==> src/inc/nvm_access_pkg.sv <==
package nvm_access_pkg;

  // ---------------------------------------------------------------------------
  // register offsets (byte addresses, one word each)
  // ---------------------------------------------------------------------------
  localparam logic [7:0] OFS_DATA_LOW  = 8'h00;
  localparam logic [7:0] OFS_ADDR_LOW  = 8'h04;
  localparam logic [7:0] OFS_DATA_HIGH = 8'h08;
  localparam logic [7:0] OFS_ADDR_HIGH = 8'h0c;
  localparam logic [7:0] OFS_CONTROL   = 8'h10;
  localparam logic [7:0] OFS_UNLOCK    = 8'h14;
  localparam logic [7:0] OFS_FLAGS     = 8'h18;

  // ---------------------------------------------------------------------------
  // field positions
  // ---------------------------------------------------------------------------
  localparam int CTL_SPACE  = 7;
  localparam int CTL_ABORT  = 3;
  localparam int CTL_PERMIT = 2;
  localparam int CTL_WRITE  = 1;
  localparam int CTL_READ   = 0;
  localparam int FLG_DONE   = 7;

  // ---------------------------------------------------------------------------
  // widths and sizes
  // ---------------------------------------------------------------------------
  localparam int EE_DEPTH    = 256;
  localparam int EE_ADDR_W   = 8;
  localparam int DATA_HIGH_W = 6;
  localparam int ADDR_HIGH_W = 5;
  localparam int PROG_ADDR_W = 13;
  localparam int PROG_WORD_W = 14;
  localparam int CNT_W       = 16;

  localparam logic [PROG_ADDR_W-1:0] SMALL_FLASH_MASK = 13'h0fff;
  localparam logic [PROG_ADDR_W-1:0] LARGE_FLASH_MASK = 13'h1fff;

  // ---------------------------------------------------------------------------
  // unlock keys and reset values
  // ---------------------------------------------------------------------------
  localparam logic [7:0] KEY_FIRST  = 8'h55;
  localparam logic [7:0] KEY_SECOND = 8'haa;
  localparam logic [7:0] BYTE_ZERO  = 8'h00;

  typedef enum logic [1:0] {
    UNL_NONE,
    UNL_HALF,
    UNL_ARMED
  } unlock_e;

  typedef enum logic [1:0] {
    ST_IDLE,
    ST_PG_ADDR,
    ST_PG_CAPTURE,
    ST_WRITING
  } state_e;

endpackage : nvm_access_pkg

==> src/verilog/nvm_indirect_access_ctrl.sv <==
// Functional notes
// (RL1) data store is 256 bytes, addressed by address-low, value in data-low
// (RL2) program reads return a 14-bit word from a 13-bit two-register address
// (RL3) program flash is 4K or 8K words by variant; address masked accordingly
// (RL4) program space is read-only; no write or erase path exists
// (RL5) byte write erases and programs the location in one cycle
// (RL6) write length is set by an internal timer, not by software
// (RL7) code protection removes programmer access but keeps processor access
// (RL8) software loads both address registers for program, low only for data
// (RL9) space select at control bit 7 picks data or program, reset clear
// (RL10) read-start and write-start set by software, cleared only by hardware
// (RL11) write-permit gates byte writes and is clear after reset
// (RL12) reset sources cutting a write set the abort flag
// (RL13) such reset clears data and address registers, abort flag kept
// (RL14) write completion sets flag bit 7; software clears it
// (RL15) unlock port stores nothing and reads zero
// (RL16) data-high holds word bits 13..8 in bits 5..0, upper bits zero
// (RL17) address-high holds bits 12..8 in bits 4..0, upper bits zero
// (RL18) control layout: select 7, abort 3, permit 2, write 1, read 0
// (RL19) read-start begins a read of the selected space and self-clears
// (RL20) write starts only after 55h then AAh to unlock, then write-start
// (RL21) write-start needs permit; clearing permit later does not stop it
// (RL22) write-start with program space selected is dropped at once
// (RL23) read data lands next cycle; program read uses the second cycle
// (RL24) write cycle length is a parameter in clock cycles
// (RL25) starts and register loads are ignored while a write is busy; the code still loads permit, abort and the done flag then
//
// Register access over AHB-Lite and the register addresses were left to the implementer.
module nvm_indirect_access_ctrl
  import nvm_access_pkg::*;
#(
  parameter int WRITE_CYCLES = 1000,
  parameter bit LARGE_FLASH  = 1'b1
) (
  // clock and power-on reset
  input  wire logic                   mclk,
  input  wire logic                   rst_n,
  // ahb-lite slave
  input  wire logic                   hsel,
  input  wire logic [31:0]            haddr,
  input  wire logic [1:0]             htrans,
  input  wire logic                   hwrite,
  input  wire logic [2:0]             hsize,
  input  wire logic [31:0]            hwdata,
  input  wire logic                   hready,
  output logic                        hreadyout,
  output logic                        hresp,
  output logic [31:0]                 hrdata,
  // warm reset sources
  input  wire logic                   extResetReq,
  input  wire logic                   watchdogResetReq,
  input  wire logic                   brownoutResetReq,
  // program flash read port
  output logic [PROG_ADDR_W-1:0]      flashAddr,
  input  wire logic [PROG_WORD_W-1:0] flashData,
  // code protection
  input  wire logic                   codeProtect,
  output logic                        programmerAccess
);

  // ---------------------------------------------------------------------------
  // declarations
  // ---------------------------------------------------------------------------
  localparam logic [CNT_W-1:0] WRITE_LAST = CNT_W'(WRITE_CYCLES - 1);
  localparam logic [PROG_ADDR_W-1:0] FLASH_MASK =
    LARGE_FLASH ? LARGE_FLASH_MASK : SMALL_FLASH_MASK;

  logic                   dpValid_ff;
  logic                   dpWrite_ff;
  logic                   dpInRange_ff;
  logic [7:0]             dpAddr_ff;
  logic [7:0]             dataLow_ff;
  logic [DATA_HIGH_W-1:0] dataHigh_ff;
  logic [7:0]             addrLow_ff;
  logic [ADDR_HIGH_W-1:0] addrHigh_ff;
  logic                   space_ff;
  logic                   permit_ff;
  logic                   abort_ff;
  logic                   doneFlag_ff;
  logic [CNT_W-1:0]       cnt_ff;
  logic [PROG_ADDR_W-1:0] flashAddr_ff;
  logic                   progAccess_ff;
  unlock_e                stage_ff;
  state_e                 state_ff;
  logic [7:0]             ee [EE_DEPTH];

  logic [7:0]             wdat;
  logic                   apTake;
  logic                   sysRst;
  logic                   busy;
  logic                   writing;
  logic                   reading;
  logic                   anyWrite;
  logic                   wrDataLow;
  logic                   wrDataHigh;
  logic                   wrAddrLow;
  logic                   wrAddrHigh;
  logic                   wrCtl;
  logic                   wrUnlock;
  logic                   wrFlags;
  logic                   startWrite;
  logic                   startRead;
  logic                   startEeRead;
  logic                   startPgRead;
  logic                   pgCapture;
  logic                   doneWrite;
  logic [7:0]             eeDataOut;
  logic [7:0]             ctlByte;
  logic [7:0]             rdByte;
  logic [7:0]             nxt_dataLow;
  logic [DATA_HIGH_W-1:0] nxt_dataHigh;
  logic [7:0]             nxt_addrLow;
  logic [ADDR_HIGH_W-1:0] nxt_addrHigh;
  unlock_e                nxt_stage;
  state_e                 nxt_state;

  // true when the write data phase targets the given register
  function automatic logic regWrite(input logic [7:0] ofs, input logic v, input logic w,
                                    input logic r, input logic [7:0] a);
    regWrite = v & w & r & (a == ofs);
  endfunction : regWrite

  // ---------------------------------------------------------------------------
  // ahb-lite slave: zero wait state, always okay
  // ---------------------------------------------------------------------------
  assign apTake    = hsel & htrans[1] & hready;
  assign hreadyout = 1'b1;
  assign hresp     = 1'b0;
  assign wdat      = hwdata[7:0];

  always_ff @(posedge mclk or negedge rst_n) begin
    if (!rst_n) begin
      dpValid_ff   <= 1'b0;
      dpWrite_ff   <= 1'b0;
      dpInRange_ff <= 1'b0;
      dpAddr_ff    <= BYTE_ZERO;
    end else if (hready) begin
      dpValid_ff   <= apTake;
      dpWrite_ff   <= hwrite;
      dpInRange_ff <= (haddr[31:8] == 24'h000000);
      dpAddr_ff    <= haddr[7:0];
    end
  end

  assign anyWrite   = dpValid_ff & dpWrite_ff;
  assign wrDataLow  = regWrite(OFS_DATA_LOW, dpValid_ff, dpWrite_ff, dpInRange_ff, dpAddr_ff);
  assign wrDataHigh = regWrite(OFS_DATA_HIGH, dpValid_ff, dpWrite_ff, dpInRange_ff, dpAddr_ff);
  assign wrAddrLow  = regWrite(OFS_ADDR_LOW, dpValid_ff, dpWrite_ff, dpInRange_ff, dpAddr_ff);
  assign wrAddrHigh = regWrite(OFS_ADDR_HIGH, dpValid_ff, dpWrite_ff, dpInRange_ff, dpAddr_ff);
  assign wrCtl      = regWrite(OFS_CONTROL, dpValid_ff, dpWrite_ff, dpInRange_ff, dpAddr_ff);
  assign wrUnlock   = regWrite(OFS_UNLOCK, dpValid_ff, dpWrite_ff, dpInRange_ff, dpAddr_ff);
  assign wrFlags    = regWrite(OFS_FLAGS, dpValid_ff, dpWrite_ff, dpInRange_ff, dpAddr_ff);

  // ---------------------------------------------------------------------------
  // read mux: unlock port and unmapped read zero
  // ---------------------------------------------------------------------------
  assign ctlByte = {space_ff, 3'b000, abort_ff, permit_ff, writing, reading}; // RL18 RL10
  assign rdByte  = !dpInRange_ff               ? BYTE_ZERO :
                   (dpAddr_ff == OFS_DATA_LOW)  ? dataLow_ff :
                   (dpAddr_ff == OFS_ADDR_LOW)  ? addrLow_ff :
                   (dpAddr_ff == OFS_DATA_HIGH) ? {2'b00, dataHigh_ff} : // RL16
                   (dpAddr_ff == OFS_ADDR_HIGH) ? {3'b000, addrHigh_ff} : // RL17
                   (dpAddr_ff == OFS_CONTROL)   ? ctlByte :
                   (dpAddr_ff == OFS_FLAGS)     ? {doneFlag_ff, 7'b0000000} :
                   BYTE_ZERO; // RL15
  assign hrdata  = {24'h000000, rdByte};

  // ---------------------------------------------------------------------------
  // start decode
  // ---------------------------------------------------------------------------
  assign sysRst    = extResetReq | watchdogResetReq | brownoutResetReq;
  assign busy      = (state_ff != ST_IDLE);
  assign writing   = (state_ff == ST_WRITING);
  assign reading   = (state_ff == ST_PG_ADDR) | (state_ff == ST_PG_CAPTURE);
  assign pgCapture = (state_ff == ST_PG_CAPTURE);
  assign doneWrite = writing & (cnt_ff == WRITE_LAST); // RL6 RL24
  assign eeDataOut = ee[addrLow_ff]; // RL1

  // write-start needs the armed unlock, permit and data space
  assign startWrite = wrCtl & wdat[CTL_WRITE] & (stage_ff == UNL_ARMED) & wdat[CTL_PERMIT]
                      & ~wdat[CTL_SPACE] & ~busy & ~sysRst; // RL20 RL21 RL22 RL4 RL25
  assign startRead   = wrCtl & wdat[CTL_READ] & ~startWrite & ~busy & ~sysRst; // RL19 RL25
  assign startEeRead = startRead & ~wdat[CTL_SPACE]; // RL9
  assign startPgRead = startRead & wdat[CTL_SPACE]; // RL9

  // ---------------------------------------------------------------------------
  // unlock sequence tracker
  // ---------------------------------------------------------------------------
  assign nxt_stage = sysRst                                       ? UNL_NONE :
                     (wrUnlock && wdat == KEY_FIRST)              ? UNL_HALF :
                     (wrUnlock && wdat == KEY_SECOND && stage_ff == UNL_HALF) ? UNL_ARMED :
                     anyWrite                                     ? UNL_NONE :
                     stage_ff; // RL20

  // ---------------------------------------------------------------------------
  // sequencer
  // ---------------------------------------------------------------------------
  always_comb begin
    nxt_state = state_ff;
    case (state_ff)
      ST_IDLE: begin
        if (startWrite) begin
          nxt_state = ST_WRITING;
        end else if (startPgRead) begin
          nxt_state = ST_PG_ADDR;
        end
      end
      ST_PG_ADDR:    nxt_state = ST_PG_CAPTURE; // RL23
      ST_PG_CAPTURE: nxt_state = ST_IDLE;
      ST_WRITING: begin
        if (doneWrite) begin
          nxt_state = ST_IDLE; // RL10
        end
      end
      default:       nxt_state = ST_IDLE;
    endcase
    if (sysRst) begin
      nxt_state = ST_IDLE; // RL12
    end
  end

  always_ff @(posedge mclk or negedge rst_n) begin
    if (!rst_n) begin
      state_ff <= ST_IDLE;
      stage_ff <= UNL_NONE;
      cnt_ff   <= '0;
    end else begin
      state_ff <= nxt_state;
      stage_ff <= nxt_stage;
      cnt_ff   <= writing ? cnt_ff + 1'b1 : '0; // RL6
    end
  end

  // ---------------------------------------------------------------------------
  // data and address registers
  // ---------------------------------------------------------------------------
  assign nxt_dataLow  = sysRst               ? BYTE_ZERO : // RL13
                        startEeRead          ? eeDataOut : // RL23
                        pgCapture            ? flashData[7:0] : // RL2
                        (wrDataLow && !busy) ? wdat : dataLow_ff; // RL25
  assign nxt_dataHigh = sysRst                ? '0 :
                        pgCapture             ? flashData[PROG_WORD_W-1:8] : // RL16
                        (wrDataHigh && !busy) ? wdat[DATA_HIGH_W-1:0] : dataHigh_ff;
  assign nxt_addrLow  = sysRst               ? BYTE_ZERO :
                        (wrAddrLow && !busy) ? wdat : addrLow_ff; // RL8
  assign nxt_addrHigh = sysRst                ? '0 :
                        (wrAddrHigh && !busy) ? wdat[ADDR_HIGH_W-1:0] : addrHigh_ff; // RL17

  always_ff @(posedge mclk or negedge rst_n) begin
    if (!rst_n) begin
      dataLow_ff  <= BYTE_ZERO;
      dataHigh_ff <= '0;
      addrLow_ff  <= BYTE_ZERO;
      addrHigh_ff <= '0;
    end else begin
      dataLow_ff  <= nxt_dataLow;
      dataHigh_ff <= nxt_dataHigh;
      addrLow_ff  <= nxt_addrLow;
      addrHigh_ff <= nxt_addrHigh;
    end
  end

  // ---------------------------------------------------------------------------
  // control and flag bits
  // ---------------------------------------------------------------------------
  always_ff @(posedge mclk or negedge rst_n) begin
    if (!rst_n) begin
      space_ff    <= 1'b0;
      permit_ff   <= 1'b0;
      abort_ff    <= 1'b0;
      doneFlag_ff <= 1'b0;
    end else if (sysRst) begin
      space_ff    <= 1'b0; // RL9
      permit_ff   <= 1'b0; // RL11
      abort_ff    <= abort_ff | writing; // RL12 RL13
      doneFlag_ff <= 1'b0;
    end else begin
      if (wrCtl && !busy) begin
        space_ff <= wdat[CTL_SPACE];
      end
      if (wrCtl) begin
        permit_ff <= wdat[CTL_PERMIT]; // RL21
        abort_ff  <= wdat[CTL_ABORT];
      end
      if (doneWrite) begin
        doneFlag_ff <= 1'b1; // RL14
      end else if (wrFlags) begin
        doneFlag_ff <= wdat[FLG_DONE];
      end
    end
  end

  // ---------------------------------------------------------------------------
  // storage, flash address and programmer gate
  // ---------------------------------------------------------------------------
  always_ff @(posedge mclk) begin
    if (doneWrite && !sysRst) begin
      ee[addrLow_ff] <= dataLow_ff; // RL5
    end
  end

  always_ff @(posedge mclk or negedge rst_n) begin
    if (!rst_n) begin
      flashAddr_ff  <= '0;
      progAccess_ff <= 1'b0;
    end else begin
      if (startPgRead) begin
        flashAddr_ff <= {addrHigh_ff, addrLow_ff} & FLASH_MASK; // RL2 RL3
      end
      progAccess_ff <= ~codeProtect; // RL7
    end
  end

  assign flashAddr        = flashAddr_ff;
  assign programmerAccess = progAccess_ff;

  logic [CNT_W-1:0] writeAge_ff;
  always_ff @(posedge mclk or negedge rst_n) begin
    if (!rst_n) begin
      writeAge_ff <= '0;
    end else begin
      writeAge_ff <= startWrite ? '0 : writeAge_ff + 1'b1;
    end
  end
endmodule : nvm_indirect_access_ctrl

==> config.mk <==
export PLATFORM = sky130hd
export DESIGN_NAME = nvm_indirect_access_ctrl
export DESIGN_NICKNAME = d
export VERILOG_FILES = /design/src/inc/nvm_access_pkg.sv /design/src/verilog/nvm_indirect_access_ctrl.sv
export SDC_FILE = /design/constraint.sdc
export NUM_CORES = 2
export LEC_CHECK = 0
export BUFFER_PORTS_ARGS = -buffer_cell sky130_fd_sc_hd__buf_2
export CAP_MARGIN = 40
export CORE_ASPECT_RATIO = 1.1
export CORE_MARGIN = 1.5
export CORE_UTILIZATION = 56
export DETAILED_ROUTE_END_ITERATION = 16
export HOLD_SLACK_MARGIN = 0.12
export PLACE_DENSITY = 0.73
export SYNTH_ARGS = -nofsm -noshare
export SYNTH_HDL_FRONTEND = slang
export SYNTH_SLANG_ARGS = --single-unit
==> constraint.sdc <==
create_clock -name mclk -period 4.34 [get_ports mclk]
set_input_delay 0.434 -clock mclk [delete_from_list [all_inputs] [get_ports mclk]]
set_output_delay 0.434 -clock mclk [all_outputs]
set_load 0.02 [all_outputs]
# == After elaboration in Yosys (flattened, before gate mapping) ==
# Memories as Yosys holds them, arrays and structs flattened.
# Index checks and enable logic that the tools add are counted.
# classes
n_addsub,1
multipliers,0
div_mod_pow,0
n_lt_le_gt_ge,0
n_eq_ne,16
shifts,0
mux,39
n_bitwise,33
n_reduce_logical,24
# ops
operator,count
$mux W8,13
$and A1 B1 Y1,24
$eq A8 B5 Y1 const B,3
$logic_not A24 Y1,1
$mux W6,3
$add A16 B1 Y16 const B,1
$eq A16 B10 Y1 const B,1
$eq A8 B4 Y1 const B,2
$mux W16,1
$mux W2,8
$mux W1,11
$mux W5,2
$reduce_bool A2 Y1,5
$logic_and A1 B1 Y1,9
$eq A8 B3 Y1 const B,1
$eq A8 B7 Y1 const B,1
$eq A8 B8 Y1 const B,1
$logic_not A8 Y1,1
$pmux W2 S4,1
$reduce_bool A4 Y1,2
$eq A2 B2 Y1 const B,3
$reduce_bool A3 Y1,2
$not A1 Y1,5
$eq A2 B1 Y1 const B,2
6 further kinds,10
# totals
regBits,76
latch_bits,0
mem_bits_rw,2048
rom_bits,0
input_bits,92
out_inout_bits,48
elab_cells,131
n_memories,1
# mem_list
memory,words,width,read_ports,rd_ports_with_merged_regs,wr,line_no,text
ee,256,8,1,0,1,nvm_indirect_access_ctrl.sv:85,logic [7:0] ee [EE_DEPTH];

# == Longest topological paths before layout ==
# depth
depth_word,18
mapped_depth,13
ltp_nobuf,9

# == Worst setup path after synthesis ==
# No wires, ideal clock.
# synth_path
kind,register -> output
start,register dataLow_ff[4]
end,output port hrdata[4]
arrival_ps,4089
required_time_ps,3906
setup_slack_ps,-183
stages_incl_launch_ff,3
n_path_buf,0
cell_sequence,dfrtp_1 a22oi_1 a21oi_1
# synth_between
elab_chain_len,2
# synth_lines
element,line_no,text
start: declaration,nvm_indirect_access_ctrl.sv:72,logic [7:0] dataLow_ff;
start signal: assignment,nvm_indirect_access_ctrl.sv:256,dataLow_ff <= nxt_dataLow;
$mux W8,nvm_indirect_access_ctrl.sv:159,(dpAddr_ff == OFS_DATA_LOW) ? dataLow_ff :
$mux W8,nvm_indirect_access_ctrl.sv:158,assign rdByte = !dpInRange_ff ? BYTE_ZERO :
end: declaration,nvm_indirect_access_ctrl.sv:48,"output logic [31:0] hrdata,"
# No other way between the ends.

# == Final worst setup path ==
# layout_path
start,register addrLow_ff[0]
end,register dataLow_ff[1]
# layout_between
elab_chain_len,3
# layout_lines
element,line_no,text
start: declaration,nvm_indirect_access_ctrl.sv:74,logic [7:0] addrLow_ff;
start signal: assignment,nvm_indirect_access_ctrl.sv:258,addrLow_ff <= nxt_addrLow;
$mem_v2 Z256 W8,--,
$mux W8,nvm_indirect_access_ctrl.sv:238,startEeRead ? eeDataOut :
$mux W8,nvm_indirect_access_ctrl.sv:237,assign nxt_dataLow = sysRst ? BYTE_ZERO :
# No other way between the ends.
# A chain may end at the register's enable or synchronous reset.

==> out/qor.yml <==
floorplan:
  chipWidth_um: 372
  start_util: 0.565
  die_h_um: 408
  io_pins: 140
  dieArea_mm2: 0.152
  coreArea_mm2: 0.148
  rows: 148
route:
  wl_per_cell_um: 29.0
  drt_iter0_drc: 5820
  ant_nets: 0
  wl_um: 202000
  drc: 0
  via_per_inst: 6.39
  first_pass_iters: 6
  via_count: 44500
pwr:
  peakVddDrop_uv: 466
  leakage_uw: 0.0254
  power.density_mw_per_mm2: 410
sta:
  tns_ns: 0
  final-hold-violation-count: 0
  tightest_slew_ns: 1.14
  fin_crit_sh: 0.852
  maxSlewViolCount: 0
  fin_ws_ns: 0.643
  worst_clock_skew_ns: 0.0304
  rsz0062_at_grt: "no"
  max_slew_margin: 0.238
  period_needed_ns: 3.70
  setup_viol: 0
  fmax_ghz: 0.271
clock_network:
  cts_setup_buffers: 0
  root_buffer: "clkbuf_16"
  cts_num_sinks: 2124
  cts.htree.levels: 4
  cts_buffer_depth: 3
  insertion_delay_ns: 0.84
  holdBufCountCts: 53
  cts.clk_slew.worst_paths_ns: 0.06
  ctsResizeCount: 0
  cts_tree: "done"
  cts_inserted_buffers: 195
yosys:
  async_reset_ff_frac: 0.0358
  synth_common_cells: "edfxtp_1, mux2i_1, nor2_1"
  synth_edf_count: 2048
  synth.distinct_cells: 61
  yosysMostFrequentCell: "edfxtp_1"
  synth_top_area_share: 0.735
  yosysTopAreaCell: "edfxtp_1"
  ys_ff_latch: 2124
  synthFlopType: "edfxtp_1"
  yosys-top-cells-area: "edfxtp_1, mux4_2, mux2i_1"
  synthesis.yosys.warnings: 0
  synth_cells: 4462
  avgSynthCellArea_um2: 18.8
  mappedNetlistArea_mm2: 0.0837
  synth-seq-area-share: 0.758
run:
  cap_viol_max_count: 0
hold_path:
  hp-start: "watchdogResetReq"
  hold_path_depth: 5
  hold_path.class: "in -> reg"
  holdPathEnd: "state_ff[1]"
setup_path:
  path_delay_family: "simple AND/OR/NAND/NOR gates"
  r2r-start: "addrLow_ff[0]"
  crit_start: "addrLow_ff[0]"
  slowest_delay_ns: 0.93
  reg2reg_depth: 10
  path_cells: "buf_12 > buf_4 > mux2i_1 > a22oi_1 > nand3_1 > nand4_1 > or3_1 > nor4_1 > buf_4 > o211ai_1"
  r2r_end: "dataLow_ff[1]"
  critPathMaxFanout: 26
  cp.required_ns: 5.04
  critical_path_class: "reg -> reg"
  start_kind: "flip-flop"
  timing.critical_path.to_type: "flip-flop"
  cp.arrival_ns: 4.39
  crit_top_cell: "buf_4"
  path_buf_inv: 3
  r2r_slack_ns: 0.64
  slowest_stage: "dfrtp_4"
cells_and_area:
  areaGrowthSynthToFinish_pct: 13.2
  fin_nets: 4958
  diodes: 0
  stdcell_count: 6966
  drive_gt1_frac: 0.210
global_routing:
  grt_use_total: 0.268
  grt_antenna_before_repair: 5
  grt_overflow: 0
  grt_start_max_net_pins: 225
  grt_pass1_wl_um: 295000
  grt_pass1_vias: 44300
place:
  dp_hpwl_um: 124000
  place_congestion: 0.890
  port_buffers: 85
  place_inst: 6560
  dp_slack_ns: 0.671
status:
  status: "completed"
## registers in the layout (all words and copies together), names as in the netlist, 2 cells and up
signal,cells
flashAddr,13
cnt_ff,16
addrLow_ff,8
dpAddr_ff,8
stage_ff,2
dataHigh_ff,6
addrHigh_ff,5
dataLow_ff,8
ee,2048
state_ff,2
## stage by stage
step           hold WS [ns]  total power (uW)   util  area [um^2]
5_1_grt               0.265             39700  0.639        94700
2_1_floorplan         0.138             22700      -        83800
4_1_cts               0.193             38900  0.639        94700
3_3_place_gp          0.445             22700  0.593        87900
3_5_place_dp          0.351             22700  0.595        88100
6_report              0.250             38800  0.639        94700
## routing by layer
| layer | track usage | share of wire | vias up |
|---|---|---|---|
| met1 | 0.372 | 0.38 | 22800 |
| met5 | 0 | 0 | - |
| met4 | 0.111 | 0.044 | 0 |
| met2 | 0.423 | 0.48 | 2432 |
| met3 | 0.0483 | 0.093 | 415 |
| li1 | - | - | 18800 |
## worst reg2reg max path, stage by stage (launching register included)
cell and delay (ns):
dfrtp_4 0.93, buf_12 0.35, buf_4 0.31, mux2i_1 0.31, a22oi_1 0.16, nand3_1 0.13
nand4_1 0.36, or3_1 0.50, nor4_1 0.21, buf_4 0.21, o211ai_1 0.09
## cell type report
cell class / count / area (um^2)
clock buffers: 245 / 5130
clock inverters: 107 / 923
fillers: 9785 / 53500
inverters: 11 / 41.3
multi-input cells: 2055 / 18700
flip-flops and latches: 2124 / 63400
well taps: 1950 / 2440
repair buffers: 474 / 4000
## cell families (layout without fill, tap and decap cells)
logic type / Yosys count / count (layout) / synth area share
flip-flops: 2124 / 2124 / 0.758
AND/OR/NAND/NOR: 797 / 797 / 0.0441
multiplexers: 741 / 741 / 0.135
AO/OA/AOI/OAI: 477 / 477 / 0.0407
buffers and inverters: 307 / 837 / 0.0203
XOR/XNOR: 9 / 9 / 0.000942
adder cells (fa/ha/maj): 5 / 5 / 0.000748
other: 2 / 26 / 0.0000898
## cells in the final DEF, fill, tap and decap left out, types with 19 or more instances in the layout
cell	netlist	final
o21ai_0	19	19
dfrtp_1	76	65
mux2_2	22	22
buf_4	66	294
a21oi_1	85	85
buf_12	0	33
dlygate4sd3_1	0	53
a221oi_1	47	47
clkinv_1	0	42
nand3_1	106	104
nand2_1	184	184
nand4_1	49	49
clkbuf_1	125	46
conb_1	2	26
clkinv_2	0	32
a22o_1	30	30
edfxtp_1	2048	2048
a22oi_1	169	169
buf_2	57	84
a31oi_1	25	25
o22ai_1	29	29
mux4_2	310	310
mux2i_1	409	409
clkbuf_16	0	197
nor2_1	315	312
## power breakdown
part	leakage [uW]	internal (uW)	switching, uW	total, uW
sequential	0.0159	22100	13.2	22200
clock	0.00296	9180	7300	16500
combinational	0.00655	81.9	102	184
## worst max-delay path by stage
stage	endpoint	slack, ns	cells past startpoint
2_1_floorplan	hrdata[4]	1.29	2
3_3_place_gp	dataLow_ff[4]	0.75	8
3_5_place_dp	ee[28][0]	0.67	7
4_1_cts	hrdata[0]	0.62	5
5_1_grt	ee[28][1]	0.44	8
6_report	dataLow_ff[1]	0.64	10
No activity file was read; power rests on OpenSTA's default activity.
